--- src/shared/sac_pkg.sv ---
`default_nettype none
package sac_pkg;
    // Register byte offsets
    localparam logic [7:0] OFF_CTRL    = 8'h00;
    localparam logic [7:0] OFF_DELAY   = 8'h04;
    localparam logic [7:0] OFF_DONE    = 8'h08;
    localparam logic [7:0] OFF_ONESHOT = 8'h0C;
    localparam logic [7:0] OFF_PERIOD  = 8'h10;
    localparam logic [7:0] OFF_RES0    = 8'h14;
    localparam logic [7:0] OFF_CLKCFG  = 8'h7C;
    localparam logic [7:0] OFF_REFSEL  = 8'h80;
    localparam logic [7:0] OFF_REFCTL  = 8'h84;
    localparam logic [7:0] OFF_CORE    = 8'h88;
    // Control register bits
    localparam int CTL_ENABLE   = 0;
    localparam int CTL_ONESHOT  = 1;
    localparam int CTL_PERIODIC = 2;
    localparam int CTL_PSDIS    = 3;
    localparam int CTL_HWRST    = 4;
    localparam int CTL_PDONE    = 6;
    localparam int CTL_ODONE    = 7;
    // Core control fields
    localparam int CORE_WARM_LO = 7;
    localparam int CORE_JUSTIFY = 3;
    localparam int CORE_RES_LO  = 1;
    localparam logic [1:0]  RES_10BIT   = 2'h2;
    localparam logic [1:0]  RES_12BIT   = 2'h3;
    localparam logic [9:0]  WARM_RESET  = 10'h202;
    localparam logic [7:0]  CLK_CNT_RST = 8'h01;
    // Reference control fields
    localparam int REF_STAT_LO  = 30;
    localparam int REF_PADDRV   = 29;
    localparam int REF_SW_LO    = 16;
    // Delay tick: 40 us at 25 MHz
    localparam int CLK_MHZ      = 25;
    localparam int TICK_US      = 40;
    localparam int TICK_CYCLES  = TICK_US * CLK_MHZ;
    typedef enum logic [2:0] {SAC_IDLE, SAC_REFSW, SAC_WARM, SAC_CONV, SAC_NEXT} sac_state_type;
endpackage : sac_pkg
`default_nettype wire

--- src/core/sac_clkgen.sv ---
`timescale 1ns/1ps
`default_nettype none
// Converter clock divider with separate high and low counts
module sac_clkgen (
    input  wire logic       clk_i,
    input  wire logic       rst_i,
    input  wire logic       ce_i,
    input  wire logic       run_i,
    input  wire logic [7:0] high_cnt_i,
    input  wire logic [7:0] low_cnt_i,
    output logic            cclk_o,
    output logic            rise_o
);
    logic [7:0] cnt_reg;

    // high/low count divider
    always_ff @(posedge clk_i) begin
        if (rst_i || !run_i) begin
            cnt_reg <= 8'h01;
            cclk_o  <= 1'b0;
            rise_o  <= 1'b0;
        end else if (ce_i) begin
            rise_o <= 1'b0;
            if (cnt_reg >= (cclk_o ? high_cnt_i : low_cnt_i)) begin
                cnt_reg <= 8'h01;
                cclk_o  <= !cclk_o;
                rise_o  <= !cclk_o;
            end else begin
                cnt_reg <= cnt_reg + 8'h01;
            end
        end
    end
endmodule : sac_clkgen
`default_nettype wire

--- src/core/sac_sequencer.sv ---
// Design decision made here: the Wishbone register port.
`timescale 1ns/1ps
`default_nettype none
// Function
// Hardware-reset bit holds converter logic in reset, registers kept.
// Power-saving disable bit 0 powers core down between sequences.
// Periodic-run bit starts cycles over periodic channel mask.
// Clearing periodic-run finishes current cycle, clears timer, blocks more.
// One-shot trigger starts one cycle over one-shot mask, self-clears.
// Enable gates triggers; rising enable pulses core reset.
// Disabling finishes running cycle, then lowest power.
// Repeat interval in 40 us units; zero means back-to-back.
// Repeat interval only before later periodic cycles.
// Start delay before first periodic cycle; one-shot ignores delays.
// Per-channel done flag set on finish, write-1 clears.
// One-shot-done and periodic-done flags set at cycle end.
// One-shot mask bits select channels; software keeps it steady.
// Periodic mask bits select channels for every pass.
// Result registers hold 10 or 12 bits, upper bits zero.
// Software reads results with single 16 or 32-bit accesses.
// Converter clock from 8-bit high and low counts, reset 1.
// Per-channel 2-bit reference select, pad or pin.
// Read-only current reference status; unused pad drive bit.
// Switch delay on reference change, charge delay for capacitor.
// Warm-up delay in converter clocks, 10-bit, reset 202h.
// Resolution select 10 or 12 bits; justify bit shifts output.
// Channels converted in ascending order.
// Request of other mode runs right after current cycle.
// Cycle done flags clear only by writing 1.
// Result written in same cycle as channel done flag.
module sac_sequencer
    import sac_pkg::*;
#(
    parameter int NUM_CH     = 12,
    parameter int TICK_COUNT = TICK_CYCLES
) (
    input  wire logic        clk_i,
    input  wire logic        rst_i,
    input  wire logic        ce_i,
    input  wire logic        wb_cyc_i,
    input  wire logic        wb_stb_i,
    input  wire logic        wb_we_i,
    input  wire logic [7:0]  wb_adr_i,
    input  wire logic [3:0]  wb_sel_i,
    input  wire logic [31:0] wb_dat_i,
    output logic      [31:0] wb_dat_o,
    output logic             wb_ack_o,
    input  wire logic        conv_done_i,
    input  wire logic [11:0] conv_data_i,
    output logic             core_en_o,
    output logic             core_rst_o,
    output logic             core_pwr_o,
    output logic             conv_start_o,
    output logic      [3:0]  conv_ch_o,
    output logic             conv_clk_o,
    output logic      [1:0]  ref_sel_o,
    output logic             ref_pad_drive_o
);
    initial begin
        if (NUM_CH < 1 || NUM_CH > 12) $error("NUM_CH must be 1..12");
        if (TICK_COUNT < 1) $error("TICK_COUNT must be positive");
    end

    // Software registers
    logic [7:0]  ctrl_reg;
    logic [31:0] delay_reg;
    logic [15:0] done_flags_reg;
    logic [15:0] one_shot_mask_reg;
    logic [15:0] periodic_mask_reg;
    logic [15:0] clkcfg_reg;
    logic [23:0] refsel_reg;
    logic [29:0] refctl_reg;
    logic [16:0] core_reg;
    logic [11:0] result_reg [NUM_CH];
    // Sequencer state
    sac_state_type state_reg;
    logic        mode_periodic_reg;
    logic [15:0] active_mask_reg;
    logic [3:0]  ch_reg;
    logic        os_pend_reg;
    logic        per_pend_reg;
    logic        per_first_reg;
    logic [31:0] tick_reg;
    logic [15:0] units_reg;
    logic [15:0] wait_reg;
    logic [15:0] dly_reg;
    logic [1:0]  ref_cur_reg;
    logic        en_prev_reg;
    logic        wr_fire;
    logic        set_chan;
    logic        cyc_end;
    logic        cclk_rise;
    logic        cclk;
    logic [31:0] bmask;
    logic [11:0] shaped;

    assign wr_fire = wb_cyc_i && wb_stb_i && wb_we_i && !wb_ack_o && ce_i;
    assign bmask   = {{8{wb_sel_i[3]}}, {8{wb_sel_i[2]}}, {8{wb_sel_i[1]}}, {8{wb_sel_i[0]}}};
    assign set_chan = (state_reg == SAC_CONV) && conv_done_i;
    assign cyc_end  = set_chan && ((active_mask_reg >> ch_reg) >> 1) == 16'h0000;

    // justify and resolution shaping
    always_comb begin
        if (core_reg[CORE_JUSTIFY] && core_reg[CORE_RES_LO +: 2] == RES_10BIT) begin
            shaped = {2'b00, conv_data_i[11:2]};
        end else if (core_reg[CORE_JUSTIFY] || core_reg[CORE_RES_LO +: 2] == RES_12BIT) begin
            shaped = conv_data_i;
        end else begin
            shaped = {conv_data_i[11:2], 2'b00};
        end
    end

    // Wishbone ack, one cycle per request
    always_ff @(posedge clk_i) begin
        if (rst_i) begin
            wb_ack_o <= 1'b0;
        end else if (ce_i) begin
            wb_ack_o <= wb_cyc_i && wb_stb_i && !wb_ack_o;
        end
    end

    // Read data mux; unmapped reads zero
    always_ff @(posedge clk_i) begin
        if (rst_i) begin
            wb_dat_o <= 32'h0;
        end else if (ce_i && wb_cyc_i && wb_stb_i && !wb_ack_o) begin
            wb_dat_o <= 32'h0;
            case (wb_adr_i)
                OFF_CTRL:    wb_dat_o <= {24'h0, ctrl_reg};
                OFF_DELAY:   wb_dat_o <= delay_reg;
                OFF_DONE:    wb_dat_o <= {16'h0, done_flags_reg};
                OFF_ONESHOT: wb_dat_o <= {16'h0, one_shot_mask_reg};
                OFF_PERIOD:  wb_dat_o <= {16'h0, periodic_mask_reg};
                OFF_CLKCFG:  wb_dat_o <= {16'h0, clkcfg_reg};
                OFF_REFSEL:  wb_dat_o <= {8'h0, refsel_reg};
                // live reference status
                OFF_REFCTL:  wb_dat_o <= {ref_cur_reg, refctl_reg};
                OFF_CORE:    wb_dat_o <= {15'h0, core_reg};
                default: begin
                    for (int i = 0; i < NUM_CH; i++) begin
                        // upper bits read zero
                        if (wb_adr_i == OFF_RES0 + 8'(4 * i)) wb_dat_o <= {20'h0, result_reg[i]};
                    end
                end
            endcase
        end
    end

    // Plain read/write configuration registers
    always_ff @(posedge clk_i) begin
        if (rst_i) begin
            delay_reg         <= 32'h0;
            one_shot_mask_reg <= 16'h0;
            periodic_mask_reg <= 16'h0;
            clkcfg_reg        <= {CLK_CNT_RST, CLK_CNT_RST};
            refsel_reg        <= 24'h0;
            refctl_reg        <= 30'h0;
            core_reg          <= {WARM_RESET, 3'b000, 1'b0, RES_12BIT, 1'b0};
        end else if (wr_fire) begin
            case (wb_adr_i)
                OFF_DELAY:   delay_reg <= (delay_reg & ~bmask) | (wb_dat_i & bmask);
                OFF_ONESHOT: one_shot_mask_reg <= (one_shot_mask_reg & ~bmask[15:0]) | (wb_dat_i[15:0] & bmask[15:0]);
                OFF_PERIOD:  periodic_mask_reg <= (periodic_mask_reg & ~bmask[15:0]) | (wb_dat_i[15:0] & bmask[15:0]);
                // counts of zero are not stored
                OFF_CLKCFG: begin
                    if (wb_sel_i[1] && wb_dat_i[15:8] != 8'h00) clkcfg_reg[15:8] <= wb_dat_i[15:8];
                    if (wb_sel_i[0] && wb_dat_i[7:0] != 8'h00) clkcfg_reg[7:0] <= wb_dat_i[7:0];
                end
                // per-channel reference codes
                OFF_REFSEL:  refsel_reg <= (refsel_reg & ~bmask[23:0]) | (wb_dat_i[23:0] & bmask[23:0]);
                OFF_REFCTL:  refctl_reg <= (refctl_reg & ~bmask[29:0]) | (wb_dat_i[29:0] & bmask[29:0]);
                OFF_CORE:    core_reg <= ((core_reg & ~bmask[16:0]) | (wb_dat_i[16:0] & bmask[16:0])) & 17'h1FF8F;
                default: ;
            endcase
        end
    end

    // Control register; hardware set of done flags beats software clear
    always_ff @(posedge clk_i) begin
        if (rst_i) begin
            ctrl_reg <= 8'h0;
        end else if (ce_i) begin
            if (wr_fire && wb_adr_i == OFF_CTRL && wb_sel_i[0]) begin
                ctrl_reg[4:0] <= wb_dat_i[4:0];
                // write 1 clears only
                ctrl_reg[CTL_PDONE] <= ctrl_reg[CTL_PDONE] & ~wb_dat_i[CTL_PDONE];
                ctrl_reg[CTL_ODONE] <= ctrl_reg[CTL_ODONE] & ~wb_dat_i[CTL_ODONE];
            end else if (ctrl_reg[CTL_ONESHOT]) begin
                // trigger clears itself
                ctrl_reg[CTL_ONESHOT] <= 1'b0;
            end
            // cycle completion flags
            if (cyc_end && mode_periodic_reg) ctrl_reg[CTL_PDONE] <= 1'b1;
            if (cyc_end && !mode_periodic_reg) ctrl_reg[CTL_ODONE] <= 1'b1;
        end
    end

    // channel flags, set wins over clear
    always_ff @(posedge clk_i) begin
        if (rst_i) begin
            done_flags_reg <= 16'h0;
        end else if (ce_i) begin
            if (wr_fire && wb_adr_i == OFF_DONE) done_flags_reg <= done_flags_reg & ~(wb_dat_i[15:0] & bmask[15:0]);
            if (set_chan) done_flags_reg[ch_reg] <= 1'b1;
        end
    end

    // result stored with its flag
    genvar g;
    generate
        for (g = 0; g < NUM_CH; g++) begin : g_res
            always_ff @(posedge clk_i) begin
                if (rst_i) begin
                    result_reg[g] <= 12'h0;
                end else if (ce_i && set_chan && ch_reg == 4'(g)) begin
                    result_reg[g] <= shaped;
                end
            end
        end
    endgenerate

    // 40 us tick prescaler, runs while periodic-run is set and no periodic request is pending
    logic tick;
    assign tick = (tick_reg == 32'(TICK_COUNT - 1));
    always_ff @(posedge clk_i) begin
        if (rst_i || ctrl_reg[CTL_HWRST] || !ctrl_reg[CTL_PERIODIC] || per_pend_reg) begin
            tick_reg <= 32'h0;
        end else if (ce_i) begin
            tick_reg <= tick ? 32'h0 : tick_reg + 32'h1;
        end
    end

    // periodic scheduling
    always_ff @(posedge clk_i) begin
        if (rst_i || ctrl_reg[CTL_HWRST]) begin
            units_reg     <= 16'h0;
            per_pend_reg  <= 1'b0;
            per_first_reg <= 1'b1;
        end else if (ce_i) begin
            if (!ctrl_reg[CTL_PERIODIC] || !ctrl_reg[CTL_ENABLE]) begin
                units_reg     <= 16'h0;
                per_pend_reg  <= 1'b0;
                per_first_reg <= 1'b1;
            end else if (cyc_end && mode_periodic_reg) begin
                units_reg <= 16'h0;
            end else if (state_reg == SAC_IDLE && per_pend_reg && !os_pend_reg) begin
                per_pend_reg  <= 1'b0;
                per_first_reg <= 1'b0;
            end else if (!per_pend_reg && !(state_reg != SAC_IDLE && mode_periodic_reg)) begin
                if (units_reg >= (per_first_reg ? delay_reg[15:0] : delay_reg[31:16])) begin
                    per_pend_reg <= 1'b1;
                end else if (tick) begin
                    units_reg <= units_reg + 16'h1;
                end
            end
        end
    end

    // one-shot request latch
    always_ff @(posedge clk_i) begin
        if (rst_i || ctrl_reg[CTL_HWRST]) begin
            os_pend_reg <= 1'b0;
        end else if (ce_i) begin
            if (ctrl_reg[CTL_ONESHOT] && ctrl_reg[CTL_ENABLE]) os_pend_reg <= 1'b1;
            else if (state_reg == SAC_IDLE && os_pend_reg) os_pend_reg <= 1'b0;
        end
    end

    // Conversion sequencer
    always_ff @(posedge clk_i) begin
        if (rst_i || ctrl_reg[CTL_HWRST]) begin
            // logic reset, registers kept
            state_reg         <= SAC_IDLE;
            mode_periodic_reg <= 1'b0;
            active_mask_reg   <= 16'h0;
            ch_reg            <= 4'h0;
            dly_reg           <= 16'h0;
            wait_reg          <= 16'h0;
            ref_cur_reg       <= 2'b00;
            conv_start_o      <= 1'b0;
        end else if (ce_i) begin
            conv_start_o <= 1'b0;
            case (state_reg)
                SAC_IDLE: begin
                    // one-shot first, then periodic
                    if (os_pend_reg || per_pend_reg) begin
                        mode_periodic_reg <= !os_pend_reg;
                        // mask per mode
                        active_mask_reg <= (os_pend_reg ? one_shot_mask_reg : periodic_mask_reg)
                                           & 16'((1 << NUM_CH) - 1);
                        wait_reg <= 16'h0;
                        state_reg <= SAC_WARM;
                    end
                end
                SAC_WARM: begin
                    // warm-up in converter clocks
                    if (active_mask_reg == 16'h0) begin
                        state_reg <= SAC_IDLE;
                    end else if (wait_reg >= 16'(core_reg[16:CORE_WARM_LO])) begin
                        ch_reg    <= 4'h0;
                        state_reg <= SAC_NEXT;
                    end else if (cclk_rise) begin
                        wait_reg <= wait_reg + 16'h1;
                    end
                end
                SAC_NEXT: begin
                    // ascending channel scan
                    if (!active_mask_reg[ch_reg]) begin
                        ch_reg <= ch_reg + 4'h1;
                    end else if (refsel_reg[2 * ch_reg +: 2] != ref_cur_reg) begin
                        ref_cur_reg <= refsel_reg[2 * ch_reg +: 2];
                        dly_reg     <= 16'h0;
                        state_reg   <= SAC_REFSW;
                    end else begin
                        conv_start_o <= 1'b1;
                        state_reg    <= SAC_CONV;
                    end
                end
                SAC_REFSW: begin
                    // switch plus charge delay
                    if (dly_reg >= 16'(refctl_reg[28:REF_SW_LO]) + refctl_reg[15:0]) begin
                        conv_start_o <= 1'b1;
                        state_reg    <= SAC_CONV;
                    end else begin
                        dly_reg <= dly_reg + 16'h1;
                    end
                end
                SAC_CONV: begin
                    if (conv_done_i) begin
                        ch_reg    <= ch_reg + 4'h1;
                        state_reg <= cyc_end ? SAC_IDLE : SAC_NEXT;
                    end
                end
                default: state_reg <= SAC_IDLE;
            endcase
        end
    end

    // core enable, power and reset pulse
    always_ff @(posedge clk_i) begin
        if (rst_i) begin
            en_prev_reg     <= 1'b0;
            core_rst_o      <= 1'b0;
            core_en_o       <= 1'b0;
            core_pwr_o      <= 1'b0;
            conv_ch_o       <= 4'h0;
            ref_sel_o       <= 2'b00;
            ref_pad_drive_o <= 1'b0;
        end else if (ce_i) begin
            en_prev_reg     <= ctrl_reg[CTL_ENABLE];
            core_rst_o      <= (ctrl_reg[CTL_ENABLE] && !en_prev_reg) || ctrl_reg[CTL_HWRST];
            core_en_o       <= state_reg != SAC_IDLE;
            core_pwr_o      <= state_reg != SAC_IDLE || (ctrl_reg[CTL_ENABLE] && ctrl_reg[CTL_PSDIS]);
            conv_ch_o       <= ch_reg;
            ref_sel_o       <= ref_cur_reg;
            // unused pad drive control
            ref_pad_drive_o <= refctl_reg[REF_PADDRV];
        end
    end

    sac_clkgen u_clkgen (
        .clk_i      (clk_i),
        .rst_i      (rst_i || ctrl_reg[CTL_HWRST]),
        .ce_i       (ce_i),
        .run_i      (state_reg != SAC_IDLE),
        .high_cnt_i (clkcfg_reg[15:8]),
        .low_cnt_i  (clkcfg_reg[7:0]),
        .cclk_o     (cclk),
        .rise_o     (cclk_rise)
    );
    always_ff @(posedge clk_i) begin
        if (rst_i) conv_clk_o <= 1'b0;
        else if (ce_i) conv_clk_o <= cclk;
    end
endmodule : sac_sequencer
`default_nettype wire

--- config.mk ---
export PLATFORM = sky130hd
export DESIGN_NAME = sac_sequencer
export DESIGN_NICKNAME = d
export VERILOG_FILES = /design/src/shared/sac_pkg.sv /design/src/core/sac_clkgen.sv /design/src/core/sac_sequencer.sv
export SDC_FILE = /design/constraint.sdc
export NUM_CORES = 1
export LEC_CHECK = 0
export BUFFER_PORTS_ARGS = -buffer_cell sky130_fd_sc_hd__buf_2
export CAP_MARGIN = 25
export CORE_UTILIZATION = 40
export DETAILED_ROUTE_END_ITERATION = 7
export PLACE_DENSITY_LB_ADDON = 0.1
export SYNTH_ARGS = -nofsm -noshare
export SYNTH_HDL_FRONTEND = slang
export SYNTH_SLANG_ARGS = --single-unit
--- constraint.sdc ---
create_clock -name clk_i -period 13.3 [get_ports clk_i]
set_input_delay 1.33 -clock clk_i [delete_from_list [all_inputs] [get_ports clk_i]]
set_output_delay 1.33 -clock clk_i [all_outputs]
set_load 0.01 [all_outputs]
==> qor.yml, run 1 <==
power:
  power_density_mw_per_mm2: 122
  vdd_drop_max_mv: 0.133
  p_leak_uw: 0.00933
grt:
  grt_pass1_wl_um: 119000
  grt_start_max_net_pins: 88
  grt_pass1_vias: 18500
  track_usage_pct: 27.5
  overflow: 0
  antenna_found_initial: 0
synthesis:
  synth_edf_count: 144
  syn_nets: 2652
  synth_area_mm2: 0.0228
  synthDistinctLibCells: 75
  synth_async_sr_flop_share_pct: 0
  avgSynthCellArea_um2: 9.05
  ys_ff_latch: 476
  synth_top_area_cell: "dfxtp_1"
  synth_ff_type: "dfxtp_1"
  ys_seq_area_share_pct: 48.2
  synth_warnings: 0
  synthCells: 2516
  yosysTopAreaCellShare_pct: 29.2
  synth_area_leaders: "dfxtp_1 29%, edfxtp_1 19%, nor2_1 6.4%, nand2_1 5.8%, mux2i_1 4.4%"
sta:
  tightest_slew_ns: 1.11
  min_period_ns: 5.15
  fin_crit_sh_pct: 38.8
  slew_violations: 0
  timing.final.ws_setup_ns: 8.15
  setup_tns_ns: 0
  fin_skew_ns: 0.0239
  setup_violations: 0
  timing.fmax_mhz: 194
  rsz0062_at_grt: "false"
  slew_headroom_pct: 25.5
  hold_viol: 0
floorplan:
  dieArea_mm2: 0.0579
  die_w_um: 241
  fp-row-count: 87
  ioPinCount: 108
  coreArea_mm2: 0.0563
  die_y_um: 241
  initial_core_util_pct: 40.5
setup_path:
  critPathKind: "reg2reg"
  crit_top_cell: "a21oi_1"
  crit_arrival_ns: 5.70
  start_kind: "flop"
  worstPathRequired_ns: 13.84
  critPathMaxStageDelay_ns: 0.48
  worstPathCellList: "ha_1 -> fa_1 -> a21o_1 -> a21oi_1 -> o21a_1 -> o31ai_1 -> o41ai_1 -> nor2b_1 -> o21ai_0 -> xor2_1 -> ha_1 -> a21oi_1 -> nand2_1 -> a221oi_1 -> o31ai_1 -> nor2_1 -> o2111ai_1 -> or3_1 -> a21oi_1"
  endpoint_kind: "flop"
  path_delay_family: "compound AO/OA/AOI/OAI gates"
  critical_path_buf_inv_count: 0
  cp_max_fo: 11
  cp_slowest_cell: "nor2_1"
placement:
  placed_area_mm2: 0.0240
  port_buffers: 107
  finalWeightedCongestion: 0.936
  dp_hpwl_um: 56700
  dp_worst_setup_slack_ns: 8.17
routing:
  vias_per_cell: 5.88
  drc: 0
  num_vias: 19800
  drtIter0Drc: 1871
  antenna_left: 0
  wl_um: 80200
  route.detailed.wl_per_inst_um: 23.8
  firstDrtPassIters: 8
final_layout:
  final_area_mm2: 0.0258
  drive_gt1_share_pct: 10.4
  finalNetCount: 2703
  syn_to_final_growth_pct: 13.2
  num_antenna_cells: 0
  fill_cells: 5506
job:
  drv_cap: 0
cts:
  numCtsBuffers: 55
  clk_pin_slew_ns: 0.06
  cts_tree: "built"
  insertion_delay_ns: 0.63
  cts.sinks: 476
  cts_root_buf: "clkbuf_16"
  htree_levels: 2
  ctsResizeCount: 0
  clockBufferDepth: 3
  holdBufCountCts: 0
  cts_setup_buffers: 0
worst_hold_path:
  worstHoldPathType: "reg2reg"
run_status:
  status: "finished, final reports clean"
## synth_stat cells, types with 12 or more instances
| cell | number |
|---|---|
| a211oi_1 | 24 |
| a21o_1 | 22 |
| a21oi_1 | 187 |
| a221oi_1 | 22 |
| a222oi_1 | 13 |
| a22o_1 | 17 |
| a22oi_1 | 83 |
| and3_1 | 32 |
| clkbuf_1 | 144 |
| dfxtp_1 | 332 |
| edfxtp_1 | 144 |
| ha_1 | 72 |
| inv_1 | 32 |
| mux2i_1 | 100 |
| nand2_1 | 351 |
| nand2b_1 | 12 |
| nand3_1 | 76 |
| nand3b_1 | 19 |
| nand4_1 | 46 |
| nor2_1 | 391 |
| nor2b_1 | 15 |
| nor3_1 | 54 |
| nor4_1 | 18 |
| o211ai_1 | 24 |
| o21ai_0 | 44 |
| o22ai_1 | 12 |
| o31ai_1 | 16 |
| or3_1 | 20 |
| xnor2_1 | 17 |
| xor2_1 | 46 |
## stage by stage
stage | hold WS [ns] | std cells | util [%] | total power [µW]
4_1_cts | 0.458 | 3361 | 45.7 | 3160
3_5_place_dp | 0.450 | 3263 | 42.7 | 1700
3_3_place_gp | 0.442 | 3256 | 42.6 | 1700
6_report | 0.458 | 3364 | 45.8 | 3140
2_1_floorplan | 0.436 | 2516 | - | 1630
5_1_grt | 0.469 | 3364 | 45.8 | 3230
## layout by cell type, fill, tap and decap left out, types with 7 or more instances in the layout
master and n:
buf_4 48, and2_1 7, xor2_1 46, a311oi_1 10, a22o_1 17, inv_1 32, and3_1 32, a222oi_1 13
o211ai_1 24, nor4_1 16, o31ai_1 16, nand3_1 76, clkinv_1 8, a221oi_1 22, or3_1 20, a21o_1 22
nand4_1 46, o21ai_0 44, ha_1 72, nor2_1 388, nand3b_1 19, a211oi_1 24, o22ai_1 12, clkbuf_16 56
nor2b_1 15, clkbuf_8 8, clkbuf_1 9, nand2_1 351, edfxtp_1 144, nand2b_1 12, a21oi_1 187, mux2i_1 100
dfxtp_1 332, nor3_1 54, buf_2 107, xnor2_1 17, a22oi_1 83
## power breakdown
part	total [µW]	internal (µW)	leakage (µW)	switching, µW
sequential	1530	1520	0.00413	12.7
combinational	139	37.7	0.00436	101
clock	1470	833	0.000833	636
## cells by family after synthesis
family | count (synthesis) | share of synthesized area [%]
and+or+nand+nor | 1068 | 20.8
AOI/OAI and AO/OA | 522 | 15.3
DFF | 476 | 48.2
buffers and inverters | 197 | 3.47
muxes | 117 | 5.78
adders and majority gates | 73 | 4.04
xor gates and xnor gates | 63 | 2.42
## routing by layer
metal	global-route usage [%]	vias to the layer above	part of all wire (%)	routed length, µm
met5	0	-	0	0
met4	10.9	0	3.9	3130
met3	4.41	156	7.5	5980
met2	44.3	827	46	37200
met1	36.7	9634	42	33900
li1	-	9172	-	-
## worst min-delay path, delay by kind of cell, from the launching register on
kind / cells / cell delay, ns
flops: 1 / 0.31
simple gates: 1 / 0.05
compound gates: 1 / 0.05
## final timing paths
kind	endpoint	cells after the start	from	slack (ns)
max reg2reg	dly_reg[14]	19	flop	8.15
min reg2reg	wb_dat_o[2]	2	wb_dat_o[2]	0.46
min	wb_dat_o[2]	2	wb_dat_o[2]	0.46
max	dly_reg[14]	19	flop	8.15
## cell type report
type | instances | area (µm²) | area share, %
Clock buffer | 73 | 1550 | 5.99
Clock inverter | 25 | 186 | 0.723
Inverter | 32 | 120 | 0.466
Multi-Input combinational cell | 1843 | 11100 | 42.9
Sequential cell | 476 | 11000 | 42.5
Tap cell | 756 | 946 | 3.67
Timing Repair Buffer | 159 | 957 | 3.71
(Power assumes the default switching activity.)
==> inputs of run 2 (changes only) <==
==> constraint.sdc (replaced) <==
create_clock -name clk_i -period 4.4 [get_ports clk_i]
set_input_delay 0.44 -clock clk_i [delete_from_list [all_inputs] [get_ports clk_i]]
set_output_delay 0.44 -clock clk_i [all_outputs]
set_load 0.01 [all_outputs]
==> run 2 against run 1 <==
Compared with the run above:
- sequential power grew to 3.0 times the previous value
- non-clock buffer count is 42 higher
- utilization is 0.88 points higher
- hold slack worse by 0.39 ns
- die area stayed put
- via count is 0.61% higher
- sequential cell count stayed put
- worst setup slack worse by 8.0 ns
- register-to-register slack worse by 8.0 ns
- wire length is 3.3% higher
- critical endpoint is now dly_reg[15]
==> qor.yml, run 2 (synthesis gave the netlist of run 1 again) <==
cts:
  clockBufferDepth: 3  # unchanged
  cts.sinks: 476  # unchanged
  clk_pin_slew_ns: 0.06  # about the same
  numCtsBuffers: 54  # was 55
  holdBufCountCts: 0  # unchanged
  cts_root_buf: "clkbuf_16"  # unchanged
  cts_tree: "built"  # unchanged
  insertion_delay_ns: 0.63  # about the same
  htree_levels: 2  # unchanged
power:
  power_density_mw_per_mm2: 367  # was 122 mW/mm²
  p_leak_uw: 0.00960  # was 0.00933 µW
  vdd_drop_max_mv: 0.310  # was 0.133 mV
setup_path:
  r2r_setup_slack_ns: 0.18  # was 8.15 ns
  timing.rr.end: "dly_reg[15]"  # was dly_reg[14]
  path_delay_family: "compound AO/OA/AOI/OAI gates"  # unchanged
  cp.depth: 20  # was 19
  crit_arrival_ns: 4.74  # was 5.70 ns
  critical_path_buf_inv_count: 1  # was 0
  worstPathRequired_ns: 4.91  # was 13.84 ns
  worstPathCellList: "ha_4 -> fa_2 -> a21o_1 -> a21oi_2 -> o21a_1 -> o31ai_4 -> o41ai_2 -> nor2b_1 -> o21ai_1 -> xor2_1 -> ha_1 -> a21oi_2 -> nand2_1 -> a221oi_2 -> o31ai_1 -> buf_4 -> nor2_4 -> o2111ai_4 -> or3_4 -> mux2_4"  # was ha_1 -> fa_1 -> a21o_1 -> a21oi_1 -> o21a_1 -> o31ai_1 -> o41ai_1 -> nor2b_1 -> o21ai_0 -> xor2_1 -> ha_1 -> a21oi_1 -> nand2_1 -> a221oi_1 -> o31ai_1 -> nor2_1 -> o2111ai_1 -> or3_1 -> a21oi_1
  endpoint_kind: "flop"  # unchanged
  start_kind: "flop"  # unchanged
  critPathKind: "reg2reg"  # unchanged
  crit_top_cell: "a21oi_2"  # was a21oi_1
  critPathMaxStageDelay_ns: 0.37  # was 0.48 ns
  crit_end: "dly_reg[15]"  # was dly_reg[14]
  worstRegToRegCells: 20  # was 19
  cp_max_fo: 5  # was 11
  cp_slowest_cell: "or3_4"  # was nor2_1
routing:
  num_vias: 19900  # was 19800
  vias_per_cell: 5.84  # was 5.88
  drc: 0  # unchanged
  route.detailed.wl_per_inst_um: 24.3  # was 23.8 µm
  drtIter0Drc: 1941  # was 1871
  firstDrtPassIters: 6  # was 8
  antenna_left: 0  # unchanged
  wl_um: 82900  # was 80200 µm
sta:
  slew_headroom_pct: 18.7  # was 25.5%
  whs_ns: 0.0664  # was 0.458 ns
  min_period_ns: 4.22  # was 5.15 ns
  fin_crit_sh_pct: 96.0  # was 38.8%
  timing.fmax_mhz: 237  # was 194 MHz
  tightest_slew_ns: 1.22  # was 1.11 ns
  setup_violations: 0  # unchanged
  slew_violations: 0  # unchanged
  fin_skew_ns: 0.0206  # was 0.0239 ns
  setup_tns_ns: 0  # unchanged
  rsz0062_at_grt: "true"  # was false
  hold_viol: 0  # unchanged
worst_hold_path:
  hold_start: "wb_dat_i[31]"  # was wb_dat_o[2]
  worstHoldPathType: "in2reg"  # was reg2reg
job:
  drv_cap: 0  # unchanged
grt:
  antenna_found_initial: 2  # was 0
  grt_use_met3_pct: 3.88  # was 4.41%
  grt_pass1_wl_um: 121000  # was 119000 µm
  grt_pass1_vias: 18700  # was 18500
  overflow: 0  # unchanged
  grtUsageMet2_pct: 46.5  # was 44.3%
  grt-busiest-layer: "met2"  # unchanged
  grt_start_max_net_pins: 148  # was 88
  track_usage_pct: 28.3  # was 27.5%
  grt_use_met1_pct: 36.8  # was 36.7%
final_layout:
  finalNetCount: 2744  # was 2703
  final_common_cell: "nor2_1"  # unchanged
  syn_to_final_growth_pct: 15.4  # was 13.2%
  stdcell_count: 3410  # was 3364
  drive_gt1_share_pct: 12.5  # was 10.4%
  final_core_utilization_pct: 46.7  # was 45.8%
  fill_cells: 5524  # was 5506
  final_cell_mix: "385 x nor2_1, 351 x nand2_1, 330 x dfxtp_1"  # was 388 x nor2_1, 351 x nand2_1, 332 x dfxtp_1
  num_antenna_cells: 0  # unchanged
placement:
  dp_hpwl_um: 59600  # was 56700 µm
  place_inst: 3298  # was 3263
  finalWeightedCongestion: 0.970  # was 0.936
  port_buffers: 107  # unchanged
floorplan:
  fp-row-count: 87  # unchanged
  die_w_um: 241  # unchanged
  coreArea_mm2: 0.0563  # unchanged
  dieArea_mm2: 0.0579  # unchanged
  die_y_um: 241  # unchanged
  initial_core_util_pct: 40.5  # unchanged
  ioPinCount: 108  # unchanged
run_status:
  status: "finished, final reports clean"  # unchanged
[run 2: changes by cell type in the layout (fill, tap and decap cells not counted), sizes merged]
| cell | previous run | this run |
|---|---|---|
| clkinv | 16 | 20 |
| buf | 159 | 200 |
| clkinvlp | 7 | 2 |
| bufinv | 1 | 4 |
| clkbuf | 73 | 75 |
| inv | 33 | 34 |
[run 2: metrics by stage]
step | total power (µW) | setup slack, ns | instance area, µm²
4_1_cts | 9700 | -0.00112 | 26100
2_1_floorplan | 4940 | 0.0248 | 22800
6_report | 9630 | 0.175 | 26300
3_3_place_gp | 5130 | -0.197 | 24300
5_1_grt | 9920 | -0.110 | 26300
3_5_place_dp | 5140 | -0.166 | 24300
[run 2: where the power goes]
group          internal, µW  leakage, µW  switching [µW]  total [µW]
clock network          2640     0.000871            1950        4580
registers              4590      0.00414            36.3        4620
logic                   116      0.00459             310         426
[run 2: area by class of cell]
type	instances	area (µm²)	share of cell area [%]
tap	756	946	3.60
clock buffer	74	1510	5.73
multi-input combinational	1843	11200	42.6
inverter	32	120	0.457
sequential	476	11000	41.8
clock inverter	28	274	1.04
timing repair buffer	201	1270	4.83
[run 2: how the worst min path moves through the flow]
stage,endpoint,depth (start not counted)
3_3_place_gp,wb_dat_o[2],2
2_1_floorplan,flop,2
4_1_cts,flop,3
3_5_place_dp,wb_dat_o[2],2
5_1_grt,flop,3
6_report,flop,3
[run 2: worst register-to-register path: cells and delay by family, from the launching register on]
kind | cells | cell delay, ns
compound gates | 10 | 1.74
xor+xnor | 1 | 0.17
mux | 1 | 0.29
simple gates | 4 | 0.64
fa+ha+maj | 3 | 0.78
buf+inv | 1 | 0.17
flops | 1 | 0.34
[run 2: repair_timing]
action / in CTS / in global routing
gates cloned: 0 / 1
pin swaps: 3 / 25
endpoints found under the hold margin: 0 / 0
setup buffers: 0 / 6
setup endpoints to repair: 10 / 20
gates resized for setup: 5 / 32
[run 2: metal layers]
metal | wire, µm | up-vias
li1 | - | 9251
met1 | 34700 | 9692
met2 | 38800 | 805
met3 | 5500 | 160
met4 | 3840 | 2
met5 | 13 | -
